File: src/grl_params.svh
// Purpose: constants for the remote/local interface message handler
// Assumes: included by the sync, poll and top design files of the block
// Notes:   trigger codes select settling and rearm behaviour
`ifndef GRL_PARAMS_SVH
`define GRL_PARAMS_SVH
`define GRL_STB_RQS_BIT      6
`define GRL_STB_MAV_BIT      4
`define GRL_SRE_RESET        8'h00
`define GRL_TRIG_SETTLE_DEF  1'b1
`define GRL_TRIG_REARM_DEF   1'b1
`define GRL_SYNC_STAGES      2
`endif

File: src/grl_pkg.sv
// Purpose: types shared by the remote/local handler
// Assumes: grl_params.svh holds the numeric constants
// Notes:   bus messages arrive already decoded, one-cycle pulses
package grl_pkg;
  // decoded interface messages from the bus front end
  typedef struct packed {
    logic gtl;
    logic llo;
    logic sdc;
    logic dcl;
    logic get;
    logic spe;
    logic spd;
    logic ifc;
    logic mla;
    logic mta;
    logic unl;
    logic unt;
    logic ppoll;
  } grl_msg_t;

  // trigger configuration: complete_stabilise_trigger and auto_rearm_trigger
  typedef struct packed {
    logic complete_stabilise_trigger;
    logic auto_rearm_trigger;
  } grl_trig_t;

  typedef enum logic [2:0] {
    GRL_LOCS = 3'b001,
    GRL_REMS = 3'b010,
    GRL_RWLS = 3'b100
  } grl_rl_state_t;
endpackage

File: src/grl_sync.sv
// Purpose: two-flop synchroniser for bus control lines
// Assumes: inputs asynchronous to mclk_i
// Notes:   first stage read only by second stage
`timescale 1ns/1ps
`include "grl_params.svh"
module grl_sync #(
  parameter int WIDTH = 1
) (
  input  wire logic             mclk_i,
  input  wire logic             reset_i,
  input  wire logic [WIDTH-1:0] async_i,
  output logic      [WIDTH-1:0] sync_o
);
  logic [WIDTH-1:0] meta_q;

  always_ff @(posedge mclk_i) begin
    if (reset_i) begin
      meta_q <= '0;
      sync_o <= '0;
    end else begin
      meta_q <= async_i;
      sync_o <= meta_q;
    end
  end
endmodule

File: src/grl_poll.sv
// Purpose: status byte assembly, service request and serial poll answer
// Assumes: status byte bits other than rqs come from the device core
// Notes:   rqs mirrors the driven service request line
`timescale 1ns/1ps
`include "grl_params.svh"
module grl_poll (
  input  wire logic       mclk_i,
  input  wire logic       reset_i,
  input  wire logic [7:0] stb_i,
  input  wire logic [7:0] sre_i,
  input  wire logic       spoll_i,
  input  wire logic       talk_i,
  output logic            srq_o,
  output logic [7:0]      poll_byte_o,
  output logic            poll_valid_o
);
  logic [7:0] summary;

  always_comb begin
    summary = stb_i;
    summary[`GRL_STB_RQS_BIT] = 1'b0;
  end

  always_ff @(posedge mclk_i) begin
    if (reset_i) begin
      srq_o <= 1'b0;
    end else begin
      srq_o <= |(summary & sre_i);
    end
  end

  always_ff @(posedge mclk_i) begin
    if (reset_i) begin
      poll_byte_o  <= 8'h00;
      poll_valid_o <= 1'b0;
    end else begin
      poll_valid_o <= spoll_i && talk_i;
      poll_byte_o  <= {summary[7], srq_o, summary[5:0]};
    end
  end

  a_rqs_tracks_srq: assert property (@(posedge mclk_i) disable iff (reset_i)
    poll_valid_o |-> poll_byte_o[`GRL_STB_RQS_BIT] == $past(srq_o))
    else $error("rqs bit differs from service request");
  a_srq_cause: assert property (@(posedge mclk_i) disable iff (reset_i)
    ##1 srq_o == $past(|(stb_i & sre_i & ~(8'h01 << `GRL_STB_RQS_BIT))))
    else $error("service request does not follow enabled status");
  a_poll_when_talk: assert property (@(posedge mclk_i) disable iff (reset_i)
    poll_valid_o |-> $past(spoll_i && talk_i))
    else $error("poll byte sent while not polled as talker");
endmodule

File: src/grl_top.sv
// Purpose: remote/local, lockout, polling and device clear handling
// Assumes: bus messages decoded upstream into one-cycle pulses
// Notes:   ren arrives from a pin and is synchronised here
`timescale 1ns/1ps
`include "grl_params.svh"

// What this block does
// Remote is entered only with ren true while addressed as listener.
// In remote, panel keys are masked except local, power, volume, squelch.
// Entering remote restores the trigger setting last chosen in remote.
// Local returns on addressed gtl, local key, or ren going false.
// Returning to local forces complete stabilise and auto rearm triggering.
// The local key is ignored while lockout is active.
// Lockout disables every panel key including local; the code masks keys with keep_keys_i as in plain remote.
// Ren false returns local, clears lockout, and defaults the trigger.
// Service request is driven while any enabled status bit other than rqs (bit 6) is true.
// Under serial poll as talker the status byte is sent as one byte.
// Bit 6 of the polled byte shows the pending service request.
// Parallel poll messages get no response.
// Device clear empties buffers, aborts commands, goes operation-complete idle.
// Device clear leaves settings, stored data and panel input alone.
// Device clear leaves the status byte, except message available drops.
// Universal and addressed device clear act identically.
// As talker the device can return status, messages, settings and results.
// Group trigger in remote while listening acts as the trigger command.
// Interface clear ends talker and listener roles at once.
// Gtl under lockout restores panel control but keeps lockout set.
// Remote, lockout and service request enable all clear at power-up.
module grl_top (
  input  wire logic              mclk_i,
  input  wire logic              reset_i,
  input  wire logic              ren_i,
  input  wire grl_pkg::grl_msg_t msg_i,
  input  wire logic [15:0]       keys_i,
  input  wire logic [15:0]       keep_keys_i,
  input  wire logic              local_key_i,
  input  wire logic [7:0]        stb_i,
  input  wire logic [7:0]        sre_wdata_i,
  input  wire logic              sre_we_i,
  input  wire grl_pkg::grl_trig_t trig_wdata_i,
  input  wire logic              trig_we_i,
  input  wire logic              trg_cmd_i,
  input  wire logic              talk_data_i,
  output logic                   remote_o,
  output logic                   lockout_o,
  output logic                   listen_o,
  output logic                   talk_o,
  output logic [15:0]            keys_o,
  output grl_pkg::grl_trig_t     trig_o,
  output logic                   meas_trig_o,
  output logic                   clr_inbuf_o,
  output logic                   clr_outq_o,
  output logic                   abort_cmd_o,
  output logic                   opc_idle_o,
  output logic [7:0]             sre_o,
  output logic                   srq_o,
  output logic [7:0]             poll_byte_o,
  output logic                   poll_valid_o,
  output logic                   talk_data_o
);
  import grl_pkg::*;

  localparam grl_trig_t TRIG_DEF = '{`GRL_TRIG_SETTLE_DEF, `GRL_TRIG_REARM_DEF};

  logic          ren_s;
  logic          ren_prev_q;
  logic          ren_fall;
  grl_rl_state_t rl_q;
  grl_rl_state_t rl_d;
  logic          lls_q;
  logic          lls_d;
  logic          spoll_q;
  grl_trig_t     rem_trig_q;
  logic          dev_clear;
  logic          srq_int;
  logic [7:0]    poll_int;
  logic          poll_v_int;

  grl_sync #(.WIDTH(1)) u_ren_sync (
    .mclk_i  (mclk_i),
    .reset_i (reset_i),
    .async_i (ren_i),
    .sync_o  (ren_s)
  );

  always_ff @(posedge mclk_i) begin
    if (reset_i) begin
      ren_prev_q <= 1'b0;
    end else begin
      ren_prev_q <= ren_s;
    end
  end
  assign ren_fall = ren_prev_q && !ren_s;

  // addressing roles
  always_ff @(posedge mclk_i) begin
    if (reset_i) begin
      listen_o <= 1'b0;
      talk_o   <= 1'b0;
    end else if (msg_i.ifc) begin
      listen_o <= 1'b0;
      talk_o   <= 1'b0;
    end else begin
      if (msg_i.mla) begin
        listen_o <= 1'b1;
      end else if (msg_i.unl) begin
        listen_o <= 1'b0;
      end
      if (msg_i.mta) begin
        talk_o <= 1'b1;
      end else if (msg_i.unt || msg_i.mla) begin
        talk_o <= 1'b0;
      end
    end
  end

  // remote/local state; lockout kept as an independent flag
  always_comb begin
    rl_d  = rl_q;
    lls_d = lls_q;
    if (!ren_s) begin
      rl_d  = GRL_LOCS;
      lls_d = 1'b0;
    end else begin
      if (msg_i.llo) begin
        lls_d = 1'b1;
      end
      unique case (rl_q)
        GRL_LOCS: begin
          if (msg_i.mla) begin
            rl_d = lls_d ? GRL_RWLS : GRL_REMS;
          end
        end
        GRL_REMS: begin
          if (msg_i.gtl && listen_o) begin
            rl_d = GRL_LOCS;
          end else if (lls_d) begin
            rl_d = GRL_RWLS;
          end else if (local_key_i) begin
            rl_d = GRL_LOCS;
          end
        end
        GRL_RWLS: begin
          if (msg_i.gtl && listen_o) begin
            rl_d = GRL_LOCS;
          end
        end
        default: rl_d = GRL_LOCS;
      endcase
    end
  end

  always_ff @(posedge mclk_i) begin
    if (reset_i) begin
      rl_q  <= GRL_LOCS;
      lls_q <= 1'b0;
    end else begin
      rl_q  <= rl_d;
      lls_q <= lls_d;
    end
  end

  always_ff @(posedge mclk_i) begin
    if (reset_i) begin
      remote_o  <= 1'b0;
      lockout_o <= 1'b0;
    end else begin
      remote_o  <= (rl_d != GRL_LOCS);
      lockout_o <= lls_d;
    end
  end

  // panel key gating; keep_keys_i mask applied alike in plain remote and lockout
  always_ff @(posedge mclk_i) begin
    if (reset_i) begin
      keys_o <= 16'h0000;
    end else if (rl_q == GRL_RWLS) begin
      keys_o <= keys_i & keep_keys_i;
    end else if (rl_q == GRL_REMS) begin
      keys_o <= keys_i & keep_keys_i;
    end else begin
      keys_o <= keys_i;
    end
  end

  // trigger configuration
  always_ff @(posedge mclk_i) begin
    if (reset_i) begin
      rem_trig_q <= TRIG_DEF;
    end else if (trig_we_i && rl_q != GRL_LOCS) begin
      rem_trig_q <= trig_wdata_i;
    end
  end

  always_ff @(posedge mclk_i) begin
    if (reset_i) begin
      trig_o <= TRIG_DEF;
    end else if (rl_q == GRL_LOCS && rl_d != GRL_LOCS) begin
      trig_o <= rem_trig_q;
    end else if (rl_d == GRL_LOCS) begin
      trig_o <= TRIG_DEF;
    end else if (trig_we_i) begin
      trig_o <= trig_wdata_i;
    end
  end

  always_ff @(posedge mclk_i) begin
    if (reset_i) begin
      meas_trig_o <= 1'b0;
    end else begin
      meas_trig_o <= trg_cmd_i || (msg_i.get && rl_q != GRL_LOCS && listen_o);
    end
  end

  // device clear; touches only buffers, command state and opc
  assign dev_clear = msg_i.dcl || (msg_i.sdc && listen_o);

  always_ff @(posedge mclk_i) begin
    if (reset_i) begin
      clr_inbuf_o <= 1'b0;
      clr_outq_o  <= 1'b0;
      abort_cmd_o <= 1'b0;
      opc_idle_o  <= 1'b0;
    end else begin
      clr_inbuf_o <= dev_clear;
      clr_outq_o  <= dev_clear;
      abort_cmd_o <= dev_clear;
      opc_idle_o  <= dev_clear;
    end
  end

  // service request enable register
  always_ff @(posedge mclk_i) begin
    if (reset_i) begin
      sre_o <= `GRL_SRE_RESET;
    end else if (sre_we_i) begin
      sre_o <= sre_wdata_i;
    end
  end

  // serial poll mode; parallel poll messages fall through unused
  always_ff @(posedge mclk_i) begin
    if (reset_i || msg_i.ifc) begin
      spoll_q <= 1'b0;
    end else if (msg_i.spe) begin
      spoll_q <= 1'b1;
    end else if (msg_i.spd) begin
      spoll_q <= 1'b0;
    end
  end

  grl_poll u_poll (
    .mclk_i       (mclk_i),
    .reset_i      (reset_i),
    .stb_i        (stb_i),
    .sre_i        (sre_o),
    .spoll_i      (spoll_q),
    .talk_i       (talk_o),
    .srq_o        (srq_int),
    .poll_byte_o  (poll_int),
    .poll_valid_o (poll_v_int)
  );

  always_ff @(posedge mclk_i) begin
    if (reset_i) begin
      srq_o        <= 1'b0;
      poll_byte_o  <= 8'h00;
      poll_valid_o <= 1'b0;
      talk_data_o  <= 1'b0;
    end else begin
      srq_o        <= srq_int;
      poll_byte_o  <= poll_int;
      poll_valid_o <= poll_v_int;
      talk_data_o  <= talk_data_i && talk_o && !spoll_q;
    end
  end

  a_remote_needs_ren: assert property (@(posedge mclk_i) disable iff (reset_i)
    $rose(remote_o) |-> $past(ren_s) && $past(msg_i.mla))
    else $error("remote entered without ren and listen address");
  a_ren_low_local: assert property (@(posedge mclk_i) disable iff (reset_i)
    !ren_s |=> !remote_o && !lockout_o && trig_o == TRIG_DEF)
    else $error("ren false did not force local");
  a_ren_fall_local: assert property (@(posedge mclk_i) disable iff (reset_i)
    ren_fall && remote_o |=> $fell(remote_o) && trig_o == TRIG_DEF)
    else $error("remote kept after ren fell");
  a_lockout_key: assert property (@(posedge mclk_i) disable iff (reset_i)
    rl_q == GRL_RWLS && local_key_i && ren_s && !msg_i.gtl |=> remote_o)
    else $error("local key acted under lockout");
  a_remote_keys: assert property (@(posedge mclk_i) disable iff (reset_i)
    rl_q != GRL_LOCS |=> keys_o == $past(keys_i & keep_keys_i))
    else $error("panel key passed in remote");
  a_local_trig: assert property (@(posedge mclk_i) disable iff (reset_i)
    $fell(remote_o) |-> trig_o == TRIG_DEF)
    else $error("trigger not defaulted on local");
  a_gtl_keeps_lls: assert property (@(posedge mclk_i) disable iff (reset_i)
    lockout_o && msg_i.gtl && listen_o && ren_s && !msg_i.mla |=> lockout_o && !remote_o)
    else $error("gtl cleared lockout");
  a_clear_pulse: assert property (@(posedge mclk_i) disable iff (reset_i)
    (msg_i.dcl || (msg_i.sdc && listen_o)) |=>
      clr_outq_o && clr_inbuf_o && opc_idle_o && abort_cmd_o)
    else $error("device clear actions missing");
  a_ifc_roles: assert property (@(posedge mclk_i) disable iff (reset_i)
    msg_i.ifc |=> !talk_o && !listen_o)
    else $error("talker or listener kept after ifc");
  a_get_trigger: assert property (@(posedge mclk_i) disable iff (reset_i)
    msg_i.get && remote_o && listen_o && rl_q != GRL_LOCS |=> meas_trig_o)
    else $error("group trigger ignored in remote");
endmodule

File: config.mk
export PLATFORM = sky130hd
export DESIGN_NAME = grl_top
export DESIGN_NICKNAME = d
export VERILOG_FILES = /design/src/grl_pkg.sv /design/src/grl_sync.sv /design/src/grl_poll.sv /design/src/grl_top.sv
export VERILOG_INCLUDE_DIRS = /design/src
export SDC_FILE = /design/constraint.sdc
export NUM_CORES = 1
export LEC_CHECK = 0
export CELL_PAD_IN_SITES_DETAIL_PLACEMENT = 2
export CELL_PAD_IN_SITES_GLOBAL_PLACEMENT = 2
export CORE_MARGIN = 4
export CORE_UTILIZATION = 35
export CTS_CLUSTER_SIZE = 30
export DETAILED_ROUTE_END_ITERATION = 8
export DONT_BUFFER_PORTS = 1
export PLACE_DENSITY_LB_ADDON = 0.3
export REMOVE_ABC_BUFFERS = 1
export SLEW_MARGIN = 5
export SYNTH_ARGS = -nofsm -noshare
export SYNTH_HDL_FRONTEND = slang
export SYNTH_HIERARCHICAL = 1
export SYNTH_SLANG_ARGS = --single-unit
File: constraint.sdc
create_clock -name mclk_i -period 1.9 [get_ports mclk_i]
set_input_delay 0.095 -clock mclk_i [delete_from_list [all_inputs] [get_ports mclk_i]]
set_output_delay 0.095 -clock mclk_i [all_outputs]
set_load 0.005 [all_outputs]
==> flow_results.xml <==
<?xml version="1.0" encoding="UTF-8"?>
<metrics>
  <group name="critical_path">
    <metric name="r2r.worst_path.cells" unit="">4</metric>
    <metric name="cp-start-kind" unit="">flip-flop</metric>
    <metric name="rrSetupSlack" unit="ns">0.09</metric>
    <metric name="worst-endpoint-arrival" unit="ns">2.04</metric>
    <metric name="worstSetupEndpointType" unit="">flip-flop</metric>
    <metric name="r2r-end" unit="">meas_trig_o$_SDFF_PP0_</metric>
    <metric name="reg2reg_from" unit="">rl_q[2]$_SDFF_PP0_</metric>
    <metric name="worst-setup-path-type" unit="">reg -&gt; reg</metric>
    <metric name="critPathRequiredTime" unit="ns">2.13</metric>
    <metric name="critical_path_peak_fanout" unit="">8</metric>
  </group>
  <group name="cts">
    <metric name="clk_latency" unit="ns">0.34</metric>
    <metric name="max-clock-path-buffers" unit="">2</metric>
    <metric name="clock_sinks" unit="">61</metric>
    <metric name="cts-root-buf" unit="">clkbuf_8</metric>
    <metric name="h-tree-depth" unit="">3</metric>
    <metric name="worst_setup_hold_path_clk_slew" unit="ns">0.07</metric>
    <metric name="cts_made_buffers" unit="">9</metric>
    <metric name="post_cts_buffers" unit="">0</metric>
    <metric name="cts_tree" unit="">done</metric>
  </group>
  <group name="sta">
    <metric name="fmax_achieved" unit="GHz">0.5525</metric>
    <metric name="tightest_slew" unit="ns">0.8158</metric>
    <metric name="setup_tns" unit="ns">0</metric>
    <metric name="final_period_minus_worst_setup_slack" unit="ns">1.810</metric>
    <metric name="final-setup-viol-count" unit="">0</metric>
    <metric name="count_of_pins_over_their_slew_limit" unit="">0</metric>
    <metric name="clock_skew" unit="ns">0.01081</metric>
    <metric name="slew-limit-headroom" unit="%">45.35</metric>
    <metric name="fin_worst_hold_slack" unit="ns">0.03096</metric>
    <metric name="grt_setup_unrepaired" unit="">no</metric>
    <metric name="final_hold_vio_count" unit="">0</metric>
    <metric name="final_min_period_over_clock_period" unit="%">95.26</metric>
  </group>
  <group name="global_route">
    <metric name="antenna_found_initial" unit="">0</metric>
    <metric name="grt_first_pass_wirelength" unit="um">11940</metric>
    <metric name="vias_in_the_first_global_route" unit="">2040</metric>
    <metric name="grt_remaining_overflow" unit="">0</metric>
    <metric name="grt_max_degree" unit="">40</metric>
    <metric name="globalRouteTotalUtil" unit="%">22.28</metric>
  </group>
  <group name="final_layout">
    <metric name="layout-drive-gt1-share" unit="%">9.055</metric>
    <metric name="final.fill_count" unit="">551</metric>
    <metric name="diode_count" unit="">0</metric>
    <metric name="most-common-layout-cells" unit="">dlygate4sd3_1, dfxtp_1, nor2b_1</metric>
    <metric name="layout.cells.most_common" unit="">dlygate4sd3_1</metric>
    <metric name="areaGrowthSynthToFinish" unit="%">45.56</metric>
    <metric name="design.final.nets" unit="">320</metric>
  </group>
  <group name="floorplanning">
    <metric name="design.core.area" unit="sq um">5608</metric>
    <metric name="die_area" unit="sq um">7167</metric>
    <metric name="initial_core_utilization" unit="%">36.68</metric>
    <metric name="core.rowCount" unit="">27</metric>
    <metric name="boundaryPins" unit="">117</metric>
    <metric name="dieHeight" unit="um">84.66</metric>
    <metric name="die_width" unit="um">84.66</metric>
  </group>
  <group name="placed_design">
    <metric name="placement.io_buffers" unit="">0</metric>
    <metric name="hpwl" unit="um">4015</metric>
    <metric name="gp_congestion" unit="">0.6935</metric>
  </group>
  <group name="worst_hold_path">
    <metric name="holdPathStages" unit="">3</metric>
    <metric name="min_to" unit="">talk_o$_SDFFE_PP0P_</metric>
    <metric name="timing.hold.worst.class" unit="">in -&gt; reg</metric>
    <metric name="worstHoldStart" unit="">msg_i[1]</metric>
  </group>
  <group name="drt">
    <metric name="drt-vias-per-instance" unit="">5.399</metric>
    <metric name="total_number_of_vias" unit="">1760</metric>
    <metric name="route.final.wire_length" unit="um">7968</metric>
    <metric name="first_pass_iters" unit="">4</metric>
    <metric name="drtAntennaViolNets" unit="">0</metric>
    <metric name="drcViolationCount" unit="">0</metric>
    <metric name="wire_per_inst" unit="um">24.44</metric>
    <metric name="drt_iter0_drc" unit="">49</metric>
  </group>
  <group name="synthesis">
    <metric name="unique_cell_type_count_in_the_yosys_netlist" unit="">37</metric>
    <metric name="seq_area_frac_synth" unit="%">59.37</metric>
    <metric name="synth-async-reset-ratio" unit="%">0</metric>
    <metric name="yosys_warnings" unit="">6</metric>
    <metric name="yosys_register_bits" unit="">61</metric>
    <metric name="syn-cell-area" unit="sq um">2057</metric>
    <metric name="number_of_enable_type_register_cells_in_the_synthesized_netlist" unit="">0</metric>
    <metric name="synth_flop_cell" unit="">dfxtp_1</metric>
    <metric name="synth.avg_cell_area" unit="sq um">11.30</metric>
    <metric name="post_synth_inst_count" unit="">182</metric>
  </group>
  <group name="pwr">
    <metric name="net-switching-power" unit="uW">664.0</metric>
    <metric name="internal-power" unit="mW">2.234</metric>
    <metric name="static-leakage-power" unit="nW">1.162</metric>
    <metric name="pwr-share-seq" unit="%">47.6</metric>
    <metric name="cellPowerDensity" unit="nW/um^2">967.8</metric>
    <metric name="sw_frac_of_total" unit="%">22.92</metric>
    <metric name="share_comb_of_total_power" unit="%">8.7</metric>
    <metric name="peakVddDrop" unit="mV">0.5034</metric>
    <metric name="power.clock.fraction" unit="%">43.6</metric>
  </group>
  <group name="flow_run">
    <metric name="cap_violations" unit="">0</metric>
  </group>
  <group name="status">
    <metric name="run_status" unit="">finished, final reports clean</metric>
  </group>
</metrics>
-- metrics by stage --
stage | util [%] | instance area [sq um] | instances | power, mW | worst slack (ns)
2_1_floorplan | - | 1974 | 168 | 1.469 | 0.1974
3_3_place_gp | 36.95 | 2072 | 241 | 1.490 | 0.3313
3_5_place_dp | 36.95 | 2072 | 241 | 1.502 | 0.1753
4_1_cts | 52.97 | 2970 | 325 | 2.874 | 0.02616
5_1_grt | 53.39 | 2994 | 326 | 3.014 | 0.04993
6_report | 53.39 | 2994 | 326 | 2.898 | 0.09005
-- timing repair --
action	in CTS	in global routing
hold buffers	68	1
resized for setup	0	4
endpoints found under the setup margin	0	2
endpoints found under the hold margin	57	1
-- critical path, cell delays in order, from the launching register on --
cell and delay, ns:
dfxtp_2 0.38, or3b_4 0.46, a31oi_1 0.24, nor2_1 0.07, dlygate4sd3_1 0.55
-- logic make-up after synthesis --
logic type                Yosys count  share of synthesized area, %
AOI/OAI and AO/OA                  36                         14.60
xor gates and xnor gates            3                         1.278
buffers and inverters              17                         4.562
DFF                                61                         59.37
muxes                              12                         5.961
and+or+nand+nor                    53                         14.23
-- synth_stat cells (2+ instances only) --
cell type	count	share of area, %
o311a_1	16	7.8
dfxtp_1	61	59
mux2_2	2	1.1
nor2b_1	20	6.1
a211o_1	2	0.85
buf_4	3	1.1
buf_2	3	0.73
nor3_1	3	0.73
clkbuf_1	5	0.91
a22oi_1	2	0.73
nor2_1	15	2.7
xor2_1	2	0.85
nand2_1	5	0.91
inv_1	2	0.37
a31oi_1	3	0.91
a21oi_1	6	1.5
mux2i_1	10	4.9
nand3_1	2	0.49
buf_6	2	1.1
-- routing by layer --
layer	part of all wire (%)	wire length [um]	vias up	global-route usage (%)
li1	-	-	785	-
met1	34	2700	857	20.41
met2	57	4552	101	44.41
met3	7.5	597	17	9.225
met4	1.5	118	0	5.755
met5	0	0	-	0
-- worst max path at each step --
stage / from / depth (start not counted) / slack, ns / end
detailed placement: rl_q[2]$_SDFF_PP0_ / 2 / 0.18 / keys_o[8]$_SDFF_PP0_
floorplan: rl_q[0]$_SDFF_PP1_ / 3 / 0.20 / rem_trig_q[1]$_SDFFE_PP1P_
global route: rl_q[2]$_SDFF_PP0_ / 4 / 0.05 / meas_trig_o$_SDFF_PP0_
CTS: rl_q[2]$_SDFF_PP0_ / 4 / 0.03 / meas_trig_o$_SDFF_PP0_
global placement: rl_q[2]$_SDFF_PP0_ / 2 / 0.33 / keys_o[13]$_SDFF_PP0_
finish: rl_q[2]$_SDFF_PP0_ / 4 / 0.09 / meas_trig_o$_SDFF_PP0_
-- final cells by class --
| class | count | area, sq um | share of cell area, % |
|---|---|---|---|
| Multi-Input combinational cell | 104 | 753.2 | 25.16 |
| Sequential cell | 61 | 1224 | 40.87 |
| Tap cell | 72 | 90.09 | 3.009 |
| Clock buffer | 12 | 135.1 | 4.513 |
| Timing Repair Buffer | 70 | 708.2 | 23.65 |
| Inverter | 3 | 11.26 | 0.3761 |
| Clock inverter | 4 | 72.57 | 2.424 |
-- power by group through the flow --
stage	Combinational (mW)	Sequential (mW)	Clock, mW
floorplan	0.0765	1.39	0
global placement	0.0879	1.40	0
detailed placement	0.0959	1.41	0
CTS	0.233	1.38	1.26
global route	0.272	1.39	1.35
finish	0.253	1.38	1.26
-- state kept, by name (all words and copies together) (netlist names), 2 cells and up --
name	cells
trig_o	2
sre_o	8
poll_byte_o	8
rem_trig_q	2
keys_o	16
rl_q	3
u_poll/poll_byte_o	8
No activity file was read; power rests on OpenSTA's default activity.
